===== config.mk =====
export PLATFORM = sky130hd
export DESIGN_NAME = mcg_regs
export DESIGN_NICKNAME = d
export VERILOG_FILES = /design/src/mcg_pkg.sv /design/src/mcg_regs.sv
export VERILOG_INCLUDE_DIRS = /design/src
export SDC_FILE = /design/constraint.sdc
export NUM_CORES = 1
export LEC_CHECK = 0
export ABC_CLOCK_PERIOD_IN_PS = 2900
export BUFFER_PORTS_ARGS = -buffer_cell sky130_fd_sc_hd__buf_2
export CAP_MARGIN = 0
export CORE_MARGIN = 2
export CORE_UTILIZATION = 57
export CTS_CLUSTER_DIAMETER = 60
export CTS_CLUSTER_SIZE = 14
export DETAILED_ROUTE_END_ITERATION = 10
export PLACE_DENSITY_LB_ADDON = 0.1
export SLEW_MARGIN = 20
export SYNTH_ARGS = -nofsm -noshare
export SYNTH_HDL_FRONTEND = slang
export SYNTH_SLANG_ARGS = --single-unit

===== constraint.sdc =====
create_clock -name hclk -period 2.9 [get_ports hclk]
set_input_delay 0.145 -clock hclk [delete_from_list [all_inputs] [get_ports hclk]]
set_output_delay 0.145 -clock hclk [all_outputs]
set_load 0.02 [all_outputs]

===== src/mcg_params.svh =====
// Purpose: offsets, field positions, reset values for the mac config block
// Assumes: byte addresses relative to the block base
// Notes:   alias codes are matched against address bits 3:2 under each base offset
`ifndef MCG_PARAMS_SVH
`define MCG_PARAMS_SVH
`define MCG_OFS_ALIGN_ERR   16'h9160
`define MCG_OFS_CFG_ONE     16'h9200
`define MCG_OFS_CFG_TWO     16'h9210
`define MCG_OFS_B2B_GAP     16'h9220
`define MCG_OFS_NB2B_GAP    16'h9230
`define MCG_OFS_COLL_RETRY  16'h9240
`define MCG_OFS_MAX_FRAME   16'h9250
`define MCG_ALIAS_CLEAR     2'h1
`define MCG_ALIAS_SET       2'h2
`define MCG_ALIAS_TOGGLE    2'h3
`define MCG_RST_ALIGN_ERR   32'h0000_0000
`define MCG_RST_CFG_ONE     32'h0000_800D
`define MCG_RST_CFG_TWO     32'h0000_4082
`define MCG_RST_B2B_GAP     32'h0000_0012
`define MCG_RST_NB2B_GAP    32'h0000_0C12
`define MCG_RST_COLL_RETRY  32'h0000_370F
`define MCG_RST_MAX_FRAME   32'h0000_05EE
`define MCG_MASK_ALIGN_ERR  32'h0000_FFFF
`define MCG_MASK_CFG_ONE    32'h0000_CF1F
`define MCG_MASK_CFG_TWO    32'h0000_73FF
`define MCG_MASK_B2B_GAP    32'h0000_007F
`define MCG_MASK_NB2B_GAP   32'h0000_7F7F
`define MCG_MASK_COLL_RETRY 32'h0000_3F0F
`define MCG_MASK_MAX_FRAME  32'h0000_FFFF
`define MCG_GAP_W           7
`define MCG_DUPLEX_BIT      0
`endif


===== src/mcg_pkg.sv =====
// Purpose: types for the mac config block
// Assumes: included params header
// Notes:   none
`default_nettype none
package mcg_pkg;
   typedef enum logic [2:0] {
      MCG_IDLE = 3'b001,
      MCG_GAP  = 3'b010,
      MCG_SEND = 3'b100
   } mcg_state_t;

   typedef struct packed {
      logic        valid;
      logic        write;
      logic [15:0] addr;
      logic [1:0]  size;
   } mcg_req_t;
endpackage : mcg_pkg
`default_nettype wire


===== src/mcg_regs.sv =====
// Purpose: ahb-lite register slice of an ethernet mac with tx gap timer
// Assumes: single whole-word or halfword transfers, zero wait states
// Notes:   gap timer counts one nibble per nibble_tick pulse
//
// Chosen here: the AHB-Lite register port.
`timescale 1ns/10ps
`default_nettype none
`include "mcg_params.svh"

// Summary of operation
// seven-bit back-to-back gap field spaces transmitted packets in nibble times
// full duplex software writes wanted spacing minus three
// half duplex software writes wanted spacing minus six
// full duplex recommended gap value is 21
// half duplex recommended gap value is 18
// sixteen and thirty-two bit accesses work; byte accesses ignored
// clear, set, invert aliases sit at base plus 4, 8, 12
// gap register bits 31 to 7 read zero, ignore writes
// alias writes clear, set or toggle bits written as one
module mcg_regs
   import mcg_pkg::*;
(
   // bus
   input  wire logic        hclk,
   input  wire logic        hresetn,
   input  wire logic        hsel,
   input  wire logic [31:0] haddr,
   input  wire logic [1:0]  htrans,
   input  wire logic        hwrite,
   input  wire logic [2:0]  hsize,
   input  wire logic [31:0] hwdata,
   input  wire logic        hready,
   output logic [31:0]      hrdata,
   output logic             hreadyout,
   output logic             hresp,
   // mac events
   input  wire logic        align_err_evt,
   input  wire logic        nibble_tick,
   input  wire logic        tx_frame_end,
   input  wire logic        tx_frame_req,
   // mac controls
   output logic             tx_frame_ok,
   output logic             duplex_select,
   output logic [31:0]      cfg_one,
   output logic [31:0]      cfg_two,
   output logic [31:0]      gap_nb2b,
   output logic [31:0]      coll_retry,
   output logic [15:0]      frame_length_limit
);
   localparam int NREG = 7;

   logic [31:0] regs_ff [NREG];
   mcg_req_t    req_ff;
   logic [31:0] hrdata_ff;
   mcg_state_t  state_ff;
   logic [7:0]  gap_cnt_ff;
   logic [31:0] wr_val;
   logic        acc_ok;

   function automatic logic [3:0] reg_index(input logic [15:0] a);
      logic [15:0] b;
      b = {a[15:4], 4'h0};
      case (b)
         `MCG_OFS_ALIGN_ERR:  reg_index = 4'h0;
         `MCG_OFS_CFG_ONE:    reg_index = 4'h1;
         `MCG_OFS_CFG_TWO:    reg_index = 4'h2;
         `MCG_OFS_B2B_GAP:    reg_index = 4'h3;
         `MCG_OFS_NB2B_GAP:   reg_index = 4'h4;
         `MCG_OFS_COLL_RETRY: reg_index = 4'h5;
         `MCG_OFS_MAX_FRAME:  reg_index = 4'h6;
         default:             reg_index = 4'hF;
      endcase
   endfunction : reg_index

   function automatic logic [31:0] reg_mask(input logic [3:0] i);
      case (i)
         4'h0:    reg_mask = `MCG_MASK_ALIGN_ERR;
         4'h1:    reg_mask = `MCG_MASK_CFG_ONE;
         4'h2:    reg_mask = `MCG_MASK_CFG_TWO;
         4'h3:    reg_mask = `MCG_MASK_B2B_GAP;
         4'h4:    reg_mask = `MCG_MASK_NB2B_GAP;
         4'h5:    reg_mask = `MCG_MASK_COLL_RETRY;
         4'h6:    reg_mask = `MCG_MASK_MAX_FRAME;
         default: reg_mask = 32'h0000_0000;
      endcase
   endfunction : reg_mask

   function automatic logic [31:0] reg_reset(input int i);
      case (i)
         1:       reg_reset = `MCG_RST_CFG_ONE;
         2:       reg_reset = `MCG_RST_CFG_TWO;
         3:       reg_reset = `MCG_RST_B2B_GAP;
         4:       reg_reset = `MCG_RST_NB2B_GAP;
         5:       reg_reset = `MCG_RST_COLL_RETRY;
         6:       reg_reset = `MCG_RST_MAX_FRAME;
         default: reg_reset = `MCG_RST_ALIGN_ERR;
      endcase
   endfunction : reg_reset

   // zero wait states, always okay
   assign hreadyout = 1'b1;
   assign hresp     = 1'b0;
   assign hrdata    = hrdata_ff;

   always_ff @(posedge hclk or negedge hresetn) begin
      if (!hresetn) begin
         req_ff <= '0;
      end else if (hready) begin
         req_ff.valid <= hsel & htrans[1];
         req_ff.write <= hwrite;
         req_ff.addr  <= haddr[15:0];
         req_ff.size  <= hsize[1:0];
      end
   end

   // byte access dropped
   assign acc_ok = req_ff.valid && (req_ff.size != 2'h0);

   // halfword writes land in the lane picked by addr[1]; other lane held zero
   always_comb begin
      wr_val = hwdata;
      if (req_ff.size == 2'h1) begin
         wr_val = req_ff.addr[1] ? {hwdata[31:16], 16'h0000} : {16'h0000, hwdata[15:0]};
      end
   end

   // alias decode and update
   always_ff @(posedge hclk or negedge hresetn) begin
      if (!hresetn) begin
         for (int i = 0; i < NREG; i++) begin
            regs_ff[i] <= reg_reset(i);
         end
      end else begin
         if (align_err_evt) begin
            regs_ff[0] <= (regs_ff[0] + 32'h1) & `MCG_MASK_ALIGN_ERR;
         end
         for (int i = 0; i < NREG; i++) begin
            if (acc_ok && req_ff.write && reg_index(req_ff.addr) == 4'(i)) begin
               // mask unimplemented bits
               case (req_ff.addr[3:2])
                  `MCG_ALIAS_CLEAR:  regs_ff[i] <= regs_ff[i] & ~(wr_val & reg_mask(4'(i)));
                  `MCG_ALIAS_SET:    regs_ff[i] <= regs_ff[i] | (wr_val & reg_mask(4'(i)));
                  `MCG_ALIAS_TOGGLE: regs_ff[i] <= regs_ff[i] ^ (wr_val & reg_mask(4'(i)));
                  default:           regs_ff[i] <= wr_val & reg_mask(4'(i));
               endcase
            end
         end
      end
   end

   // aliases read back the base value; unmapped reads zero
   always_ff @(posedge hclk or negedge hresetn) begin
      if (!hresetn) begin
         hrdata_ff <= 32'h0000_0000;
      end else if (hready && hsel && htrans[1] && !hwrite && hsize[1:0] != 2'h0) begin
         hrdata_ff <= 32'h0000_0000;
         for (int i = 0; i < NREG; i++) begin
            if (reg_index(haddr[15:0]) == 4'(i)) begin
               hrdata_ff <= regs_ff[i] & reg_mask(4'(i));
            end
         end
      end
   end

   assign cfg_one            = regs_ff[1];
   assign cfg_two            = regs_ff[2];
   assign gap_nb2b           = regs_ff[4];
   assign coll_retry         = regs_ff[5];
   assign frame_length_limit = regs_ff[6][15:0];
   assign duplex_select      = regs_ff[2][`MCG_DUPLEX_BIT];

   // gap spacing state machine
   // full duplex adds three nibbles, half six
   always_ff @(posedge hclk or negedge hresetn) begin
      if (!hresetn) begin
         state_ff   <= MCG_IDLE;
         gap_cnt_ff <= 8'h00;
      end else begin
         case (state_ff)
            MCG_IDLE: begin
               if (tx_frame_end) begin
                  state_ff   <= MCG_GAP;
                  gap_cnt_ff <= {1'b0, regs_ff[3][`MCG_GAP_W-1:0]}
                                + (duplex_select ? 8'h03 : 8'h06);
               end
            end
            MCG_GAP: begin
               if (nibble_tick) begin
                  gap_cnt_ff <= gap_cnt_ff - 8'h01;
                  if (gap_cnt_ff <= 8'h01) begin
                     state_ff <= MCG_SEND;
                  end
               end
            end
            MCG_SEND: begin
               if (tx_frame_end) begin
                  state_ff   <= MCG_GAP;
                  gap_cnt_ff <= {1'b0, regs_ff[3][`MCG_GAP_W-1:0]}
                                + (duplex_select ? 8'h03 : 8'h06);
               end
            end
            default: state_ff <= MCG_IDLE;
         endcase
      end
   end

   // gate only: the next frame may not start while the gap runs
   assign tx_frame_ok = tx_frame_req && (state_ff != MCG_GAP);

   // gap upper bits zero
   AST_GAP_UPPER_ZERO: assert property (@(posedge hclk) disable iff (!hresetn)
      regs_ff[3][31:7] == 25'h0) else $error("gap upper bits set");

   // byte write ignored
   AST_BYTE_IGNORED: assert property (@(posedge hclk) disable iff (!hresetn)
      (req_ff.valid && req_ff.write && req_ff.size == 2'h0 && !align_err_evt)
      |=> $stable(regs_ff[3]) && $stable(regs_ff[2]))
      else $error("byte write changed register");

   // set alias on gap register
   AST_SET_ALIAS: assert property (@(posedge hclk) disable iff (!hresetn)
      (acc_ok && req_ff.write && req_ff.addr == (`MCG_OFS_B2B_GAP + 16'h8))
      |=> regs_ff[3] == ($past(regs_ff[3]) | ($past(wr_val) & `MCG_MASK_B2B_GAP)))
      else $error("set alias wrong");

   // invert alias toggles
   AST_INV_ALIAS: assert property (@(posedge hclk) disable iff (!hresetn)
      (acc_ok && req_ff.write && req_ff.addr == (`MCG_OFS_CFG_TWO + 16'hC))
      |=> regs_ff[2] == ($past(regs_ff[2]) ^ ($past(wr_val) & `MCG_MASK_CFG_TWO)))
      else $error("invert alias wrong");

   // frame blocked during gap
   AST_GAP_BLOCKS: assert property (@(posedge hclk) disable iff (!hresetn)
      (state_ff == MCG_IDLE && tx_frame_end) |=> (state_ff == MCG_GAP) && !tx_frame_ok)
      else $error("frame allowed inside gap");
endmodule : mcg_regs
`default_nettype wire


# ---- After elaboration in Yosys (flattened, before gate mapping)
# Index checks and enable logic that the tools add are counted.
dict set report word_totals {
  register_bits 287
  input_bits 78
  output_inout_bits 180
  word_cells 239
}
dict set report op_classes {
  add_sub_neg 3
  magnitude_cmp 1
  n_eq_ne 37
  n_mux 95
  bitwise_logic 64
  n_reduce_logical 25
}
# op count
set op_table {}
lappend op_table {{$mux W32} 77}
lappend op_table {{$and A32 B32 Y32} 42}
lappend op_table {{$pmux W32 S3} 7}
lappend op_table {{$not A32 Y32} 7}
lappend op_table {{$or A32 B32 Y32} 7}
lappend op_table {{$xor A32 B32 Y32} 7}
lappend op_table {{$eq A12 B12 Y1 const B} 14}
lappend op_table {{$pmux W4 S7} 2}
lappend op_table {{$eq A4 B3 Y1 const B} 6}
lappend op_table {{$add A16 B1 Y16 const B} 1}
lappend op_table {{$eq A4 B2 Y1 const B} 4}
lappend op_table {{$mux W8} 2}
lappend op_table {{$pmux W8 S2} 1}
lappend op_table {{$logic_and A1 B1 Y1} 14}
lappend op_table {{$mux W3} 4}
lappend op_table {{$add A7 B3 Y8} 1}
lappend op_table {{$eq A4 B1 Y1 const B} 2}
lappend op_table {{$le A8 B1 Y1 const B} 1}
lappend op_table {{$logic_not A4 Y1} 2}
lappend op_table {{$reduce_bool A2 Y1} 4}
lappend op_table {{$sub A8 B1 Y8 const B} 1}
lappend op_table {{$pmux W3 S2} 1}
lappend op_table {{$reduce_and A3 Y1} 2}
lappend op_table {{$eq A2 B1 Y1 const B} 2}
lappend op_table {{other kinds (12)} 14}

# ---- Depth between registers and ports, before layout
dict set report depth {
  ltp_word 16
  mapped_depth 9
  mapped_depth_nobuf 8
}

# ---- Worst setup path after synthesis
# No wires, ideal clock.
dict set report synth_path {
  path_type {register to register}
  from {register req_ff[0] (netlist name)}
  to {register regs_ff[99] (netlist name)}
  setup_ns 0.133
  arrival_time_ns 2.148
  t_required_ns 2.767
  path_slack_ns 0.619
  stages_incl_launch_ff 10
  n_path_buf 2
  synth_period_minus_slack_ns 2.281
  cell_sequence {dfrtp_1 -> nand3b_1 -> clkbuf_1 -> buf_1 -> nand2_1 -> ha_1 -> nand2_1 -> o21ai_0 -> a211oi_1 -> a21oi_1}
}
dict set report synth_via {
  elab_chain_cells 6
  elab_cells_between_ends 15
  cone_classes {eq/ne (1); mux (2); bitwise (8); reduce/logical (4)}
}
# element line_no
set synth_rtl {}
lappend synth_rtl {{start, declared} mcg_regs.sv:53} ;# mcg_req_t req_ff;
lappend synth_rtl {{$eq A2 B1 Y1} mcg_regs.sv:122} ;# if (req_ff.size == 2'h1) begin
lappend synth_rtl {{$mux W32} mcg_regs.sv:122}
lappend synth_rtl {{$and A32 B32 Y32} mcg_regs.sv:141} ;# `MCG_ALIAS_CLEAR: regs_ff[i] <= regs_ff[i] & ~(wr_val & reg_mask(4'(i)));
lappend synth_rtl {{$not A32 Y32} mcg_regs.sv:141}
lappend synth_rtl {{$and A32 B32 Y32} mcg_regs.sv:141}
lappend synth_rtl {{$pmux W32 S3} mcg_regs.sv:140} ;# case (req_ff.addr[3:2])
lappend synth_rtl {{end signal, assigned by index} mcg_regs.sv:141}
lappend synth_rtl {{end signal, assigned by index} mcg_regs.sv:142} ;# `MCG_ALIAS_SET: regs_ff[i] <= regs_ff[i] | (wr_val & reg_mask(4'(i)));
lappend synth_rtl {{end signal, assigned by index} mcg_regs.sv:143} ;# `MCG_ALIAS_TOGGLE: regs_ff[i] <= regs_ff[i] ^ (wr_val & reg_mask(4'(i)));
lappend synth_rtl {{end, declared} mcg_regs.sv:52} ;# logic [31:0] regs_ff [NREG];
# Parallel ways exist; a longest one is shown, timed or not.
# A chain may end at the register's enable or synchronous reset.

# ---- Worst setup path in the final report
dict set report layout_path {
  from {register req_ff[1] (netlist name)}
  to {register regs_ff[98] (netlist name)}
}
# The elaborated chain is that of the path after synthesis.

==> results.cfg <==
[detailed_routing]
wl_per_cell_um = 18.9
drtIter0Drc = 879
vias = 10516
viasPerCell = 5.68
routed_wl_um = 35100
first_pass_iters = 6
route.detailed.drc = 0
antenna_left = 0

[clocking]
cts_root_buf = clkbuf_16
clockBufferDepth = 2
clock-sinks = 133
h-tree-depth = 4
numCtsBuffers = 17
cts_tree = yes
postCtsResizedCells = 0
clkLatencyLatePin_ps = 430
clk_pin_slew_ps = 60

[floorplanning]
die_h_um = 153
rows = 54
fp.dieW_um = 153
initial_core_util = 0.582
die-area_mm2 = 0.0236
core_mm2 = 0.0219
ios = 258

[grt]
grt_overflow = 0
track_usage = 0.298
grt_pass1_vias = 9699
grt_util_met3 = 0.0556
grt_pass1_wl_um = 55300
antenna_found_initial = 0
met1_usage = 0.418
top_usage_layer = met2
grt_max_degree = 108
grtUsageMet2 = 0.469

[worst_setup_path]
crit_path_end_kind = flop
critPathMostFrequentCell = nand2_1
r2r-end = regs_ff[98]$_DFFE_PN0P_
path_class = flop to flop
reg2reg_depth = 7
worst-path-max-fanout = 13
reg2reg_slack_ps = 230
critPathArrivalTime_ps = 2950
critPathRequiredTime_ps = 3190
r2r_start = req_ff[1]$_DFFE_PN0P_
cp_slowest_cell = nand2_1
cp-start-kind = flop
cp_slowest_stage_delay_ps = 730
crit_path_cell_trace = nand3b_1, nand2_1, ha_1, nand2_1, o21ai_0, a211oi_1, a21oi_1

[power]
p_sw_frac = 0.369
leakagePower_nw = 6.53
sequentialPowerShare = 0.355
p_switching_mw = 2.37
power.share.clock = 0.350
p_comb_frac = 0.295
p_int_mw = 4.06
power_density_mw_per_mm2 = 475
peakVddDrop_mv = 0.351

[sta]
tns_ps = 0
setup_viol = 0
rsz0062_at_grt = false
min_period_ps = 2670
finalCritPeriodShare = 0.919
final.setup_skew_ps = 13.7
relSlewSlack = 0.271
tightest_slew_ps = 1090
hold_viol = 0
fmax_ghz = 0.375
finalMaxSlewViolations = 0

[final_layout]
syn2layout_area_growth_pct = 6.27
drive_above_1_share = 0.161
finish.utilization = 0.618
antennaDiodeCount = 0
num-fill-cells = 1988
stdcell_count = 1851
nets = 1816

[placement]
io_buffers = 124
gp_congestion = 0.917
dp_cells = 1804
hpwl_um = 25300

[outcome]
status = finished clean

[synth]
yosysWarnings = 0
syn_area_mm2 = 0.0127
postSynthAreaPerCell_um2 = 8.38
synth_seq_cells = 133
synth_cells = 1519
ys.flop_type = dfrtp_1
synth_seq_area_share = 0.264
synth_edf_count = 0
ys_async_sr_fraction = 1.00
ys_types = 70

[run]
drv_cap = 0

[min_path]
hp-start = htrans[1]
hold_end = req_ff[19]$_DFFE_PN0P_
hold_class = input pin to flop
worst_hold_path.num_cells = 3
[cells in the mapped netlist, drive strengths merged, types with 5 or more instances]
master	n	area (µm²)
buf	181	1340
ha	180	2250
a21oi	141	706
nand2	126	473
o21ai	113	566
dfrtp	102	2550
nor3	100	512
inv	94	353
nor2b	90	563
mux2i	71	711
clkbuf	63	236
nor2	50	193
dfstp	31	815
xnor2	18	158
mux2	17	191
a22oi	12	90.1
a211oi	9	67.6
nand2b	9	58.8
nand3	9	45.0
a31oi	8	50.1
o22ai	7	43.8
a221oi	5	43.8
nand4	5	31.3
nor3b	5	42.5
nor4	5	46.3
o21a	5	37.5
or3	5	36.3
[worst max path at each step]
stage	to	start	slack, ps
2_1_floorplan	regs_ff[99]$_DFFE_PN0P_	req_ff[0]$_DFFE_PN0P_	620
3_3_place_gp	regs_ff[99]$_DFFE_PN0P_	req_ff[1]$_DFFE_PN0P_	330
3_5_place_dp	regs_ff[100]$_DFFE_PN1P_	req_ff[1]$_DFFE_PN0P_	330
4_1_cts	regs_ff[98]$_DFFE_PN0P_	req_ff[1]$_DFFE_PN0P_	230
5_1_grt	regs_ff[99]$_DFFE_PN0P_	req_ff[1]$_DFFE_PN0P_	10
6_report	regs_ff[98]$_DFFE_PN0P_	req_ff[1]$_DFFE_PN0P_	230
[cells by family (layout without fill, tap and decap cells)]
kind of cell,after synthesis,count (layout),synth area share
flops,133,133,0.264
xor+xnor,18,18,0.0124
simple gates,424,424,0.173
mux,88,88,0.0708
fa+ha+maj,180,180,0.177
buf+inv,338,294,0.152
compound gates,336,336,0.150
other cells,2,98,0.000590
[through the flow]
step                      cell area (µm²)  hold slack [ps]  setup slack [ps]  power (mW)
final                               13500             14.3               234        6.43
after global routing                13500             39.3              14.1        6.84
after CTS                           13500             4.58               226        6.44
after detailed placement            12800              169               330        4.17
after global placement              12800              164               332        4.11
after floorplan                     13100             -151               619        3.73
[layer usage]
layer  wire (µm)  vias up  part of all wire
met5           0        -                 0
met4         964        0             0.027
met3        2700       59             0.077
met2       15900      391              0.45
met1       15500     5014              0.44
li1            -     5052                 -
[critical path, delay by kind of cell (launching register included)]
family | cells | cell delay [ps]
simple gates | 3 | 1340
compound gates | 3 | 440
flops | 1 | 390
fa+ha+maj | 1 | 360
[power groups by stage]
stage	combinational, mW	sequential, mW	clock (mW)
2_1_floorplan	1.51	2.22	0
3_3_place_gp	1.81	2.30	0
3_5_place_dp	1.86	2.30	0
4_1_cts	1.89	2.27	2.27
5_1_grt	2.16	2.31	2.37
6_report	1.90	2.28	2.25
[placed cells by master (no fill, tap or decap), types with 12 or more instances in the layout]
cell           count
ha_1             180
a21oi_1          141
nand2_1          126
buf_2            123
o21ai_0          112
dfrtp_1          100
nor3_1            98
conb_1            98
inv_1             94
nor2b_1           90
mux2i_1           71
nor2_1            48
dfstp_2           31
buf_4             24
xnor2_1           18
mux2_2            17
clkbuf_16         17
dlygate4sd3_1     15
a22oi_1           12
[sequential cells by signal (all words and copies together), names as in the netlist]
register and count:
regs_ff 23, coll_retry 10, hrdata 16, state_ff 3, frame_length_limit 16, gap_cnt_ff 8
req_ff 19, cfg_one 11, cfg_two 13, gap_nb2b 14
[cell type report]
cell class | instances | area (µm²) | area share
clock buffer | 19 | 443 | 0.0327
tap | 280 | 350 | 0.0259
sequential | 133 | 3370 | 0.249
inverter | 94 | 353 | 0.0261
timing repair buffer | 168 | 1060 | 0.0781
clock inverter | 13 | 148 | 0.0109
multi-input combinational | 1144 | 7810 | 0.577
[timing repair]
action / 4_1_cts / 5_1_grt
hold buffers: 15 / 0
buffers inserted: 0 / 0
endpoints found under the hold margin: 54 / 0
(Power assumes the default switching activity.)
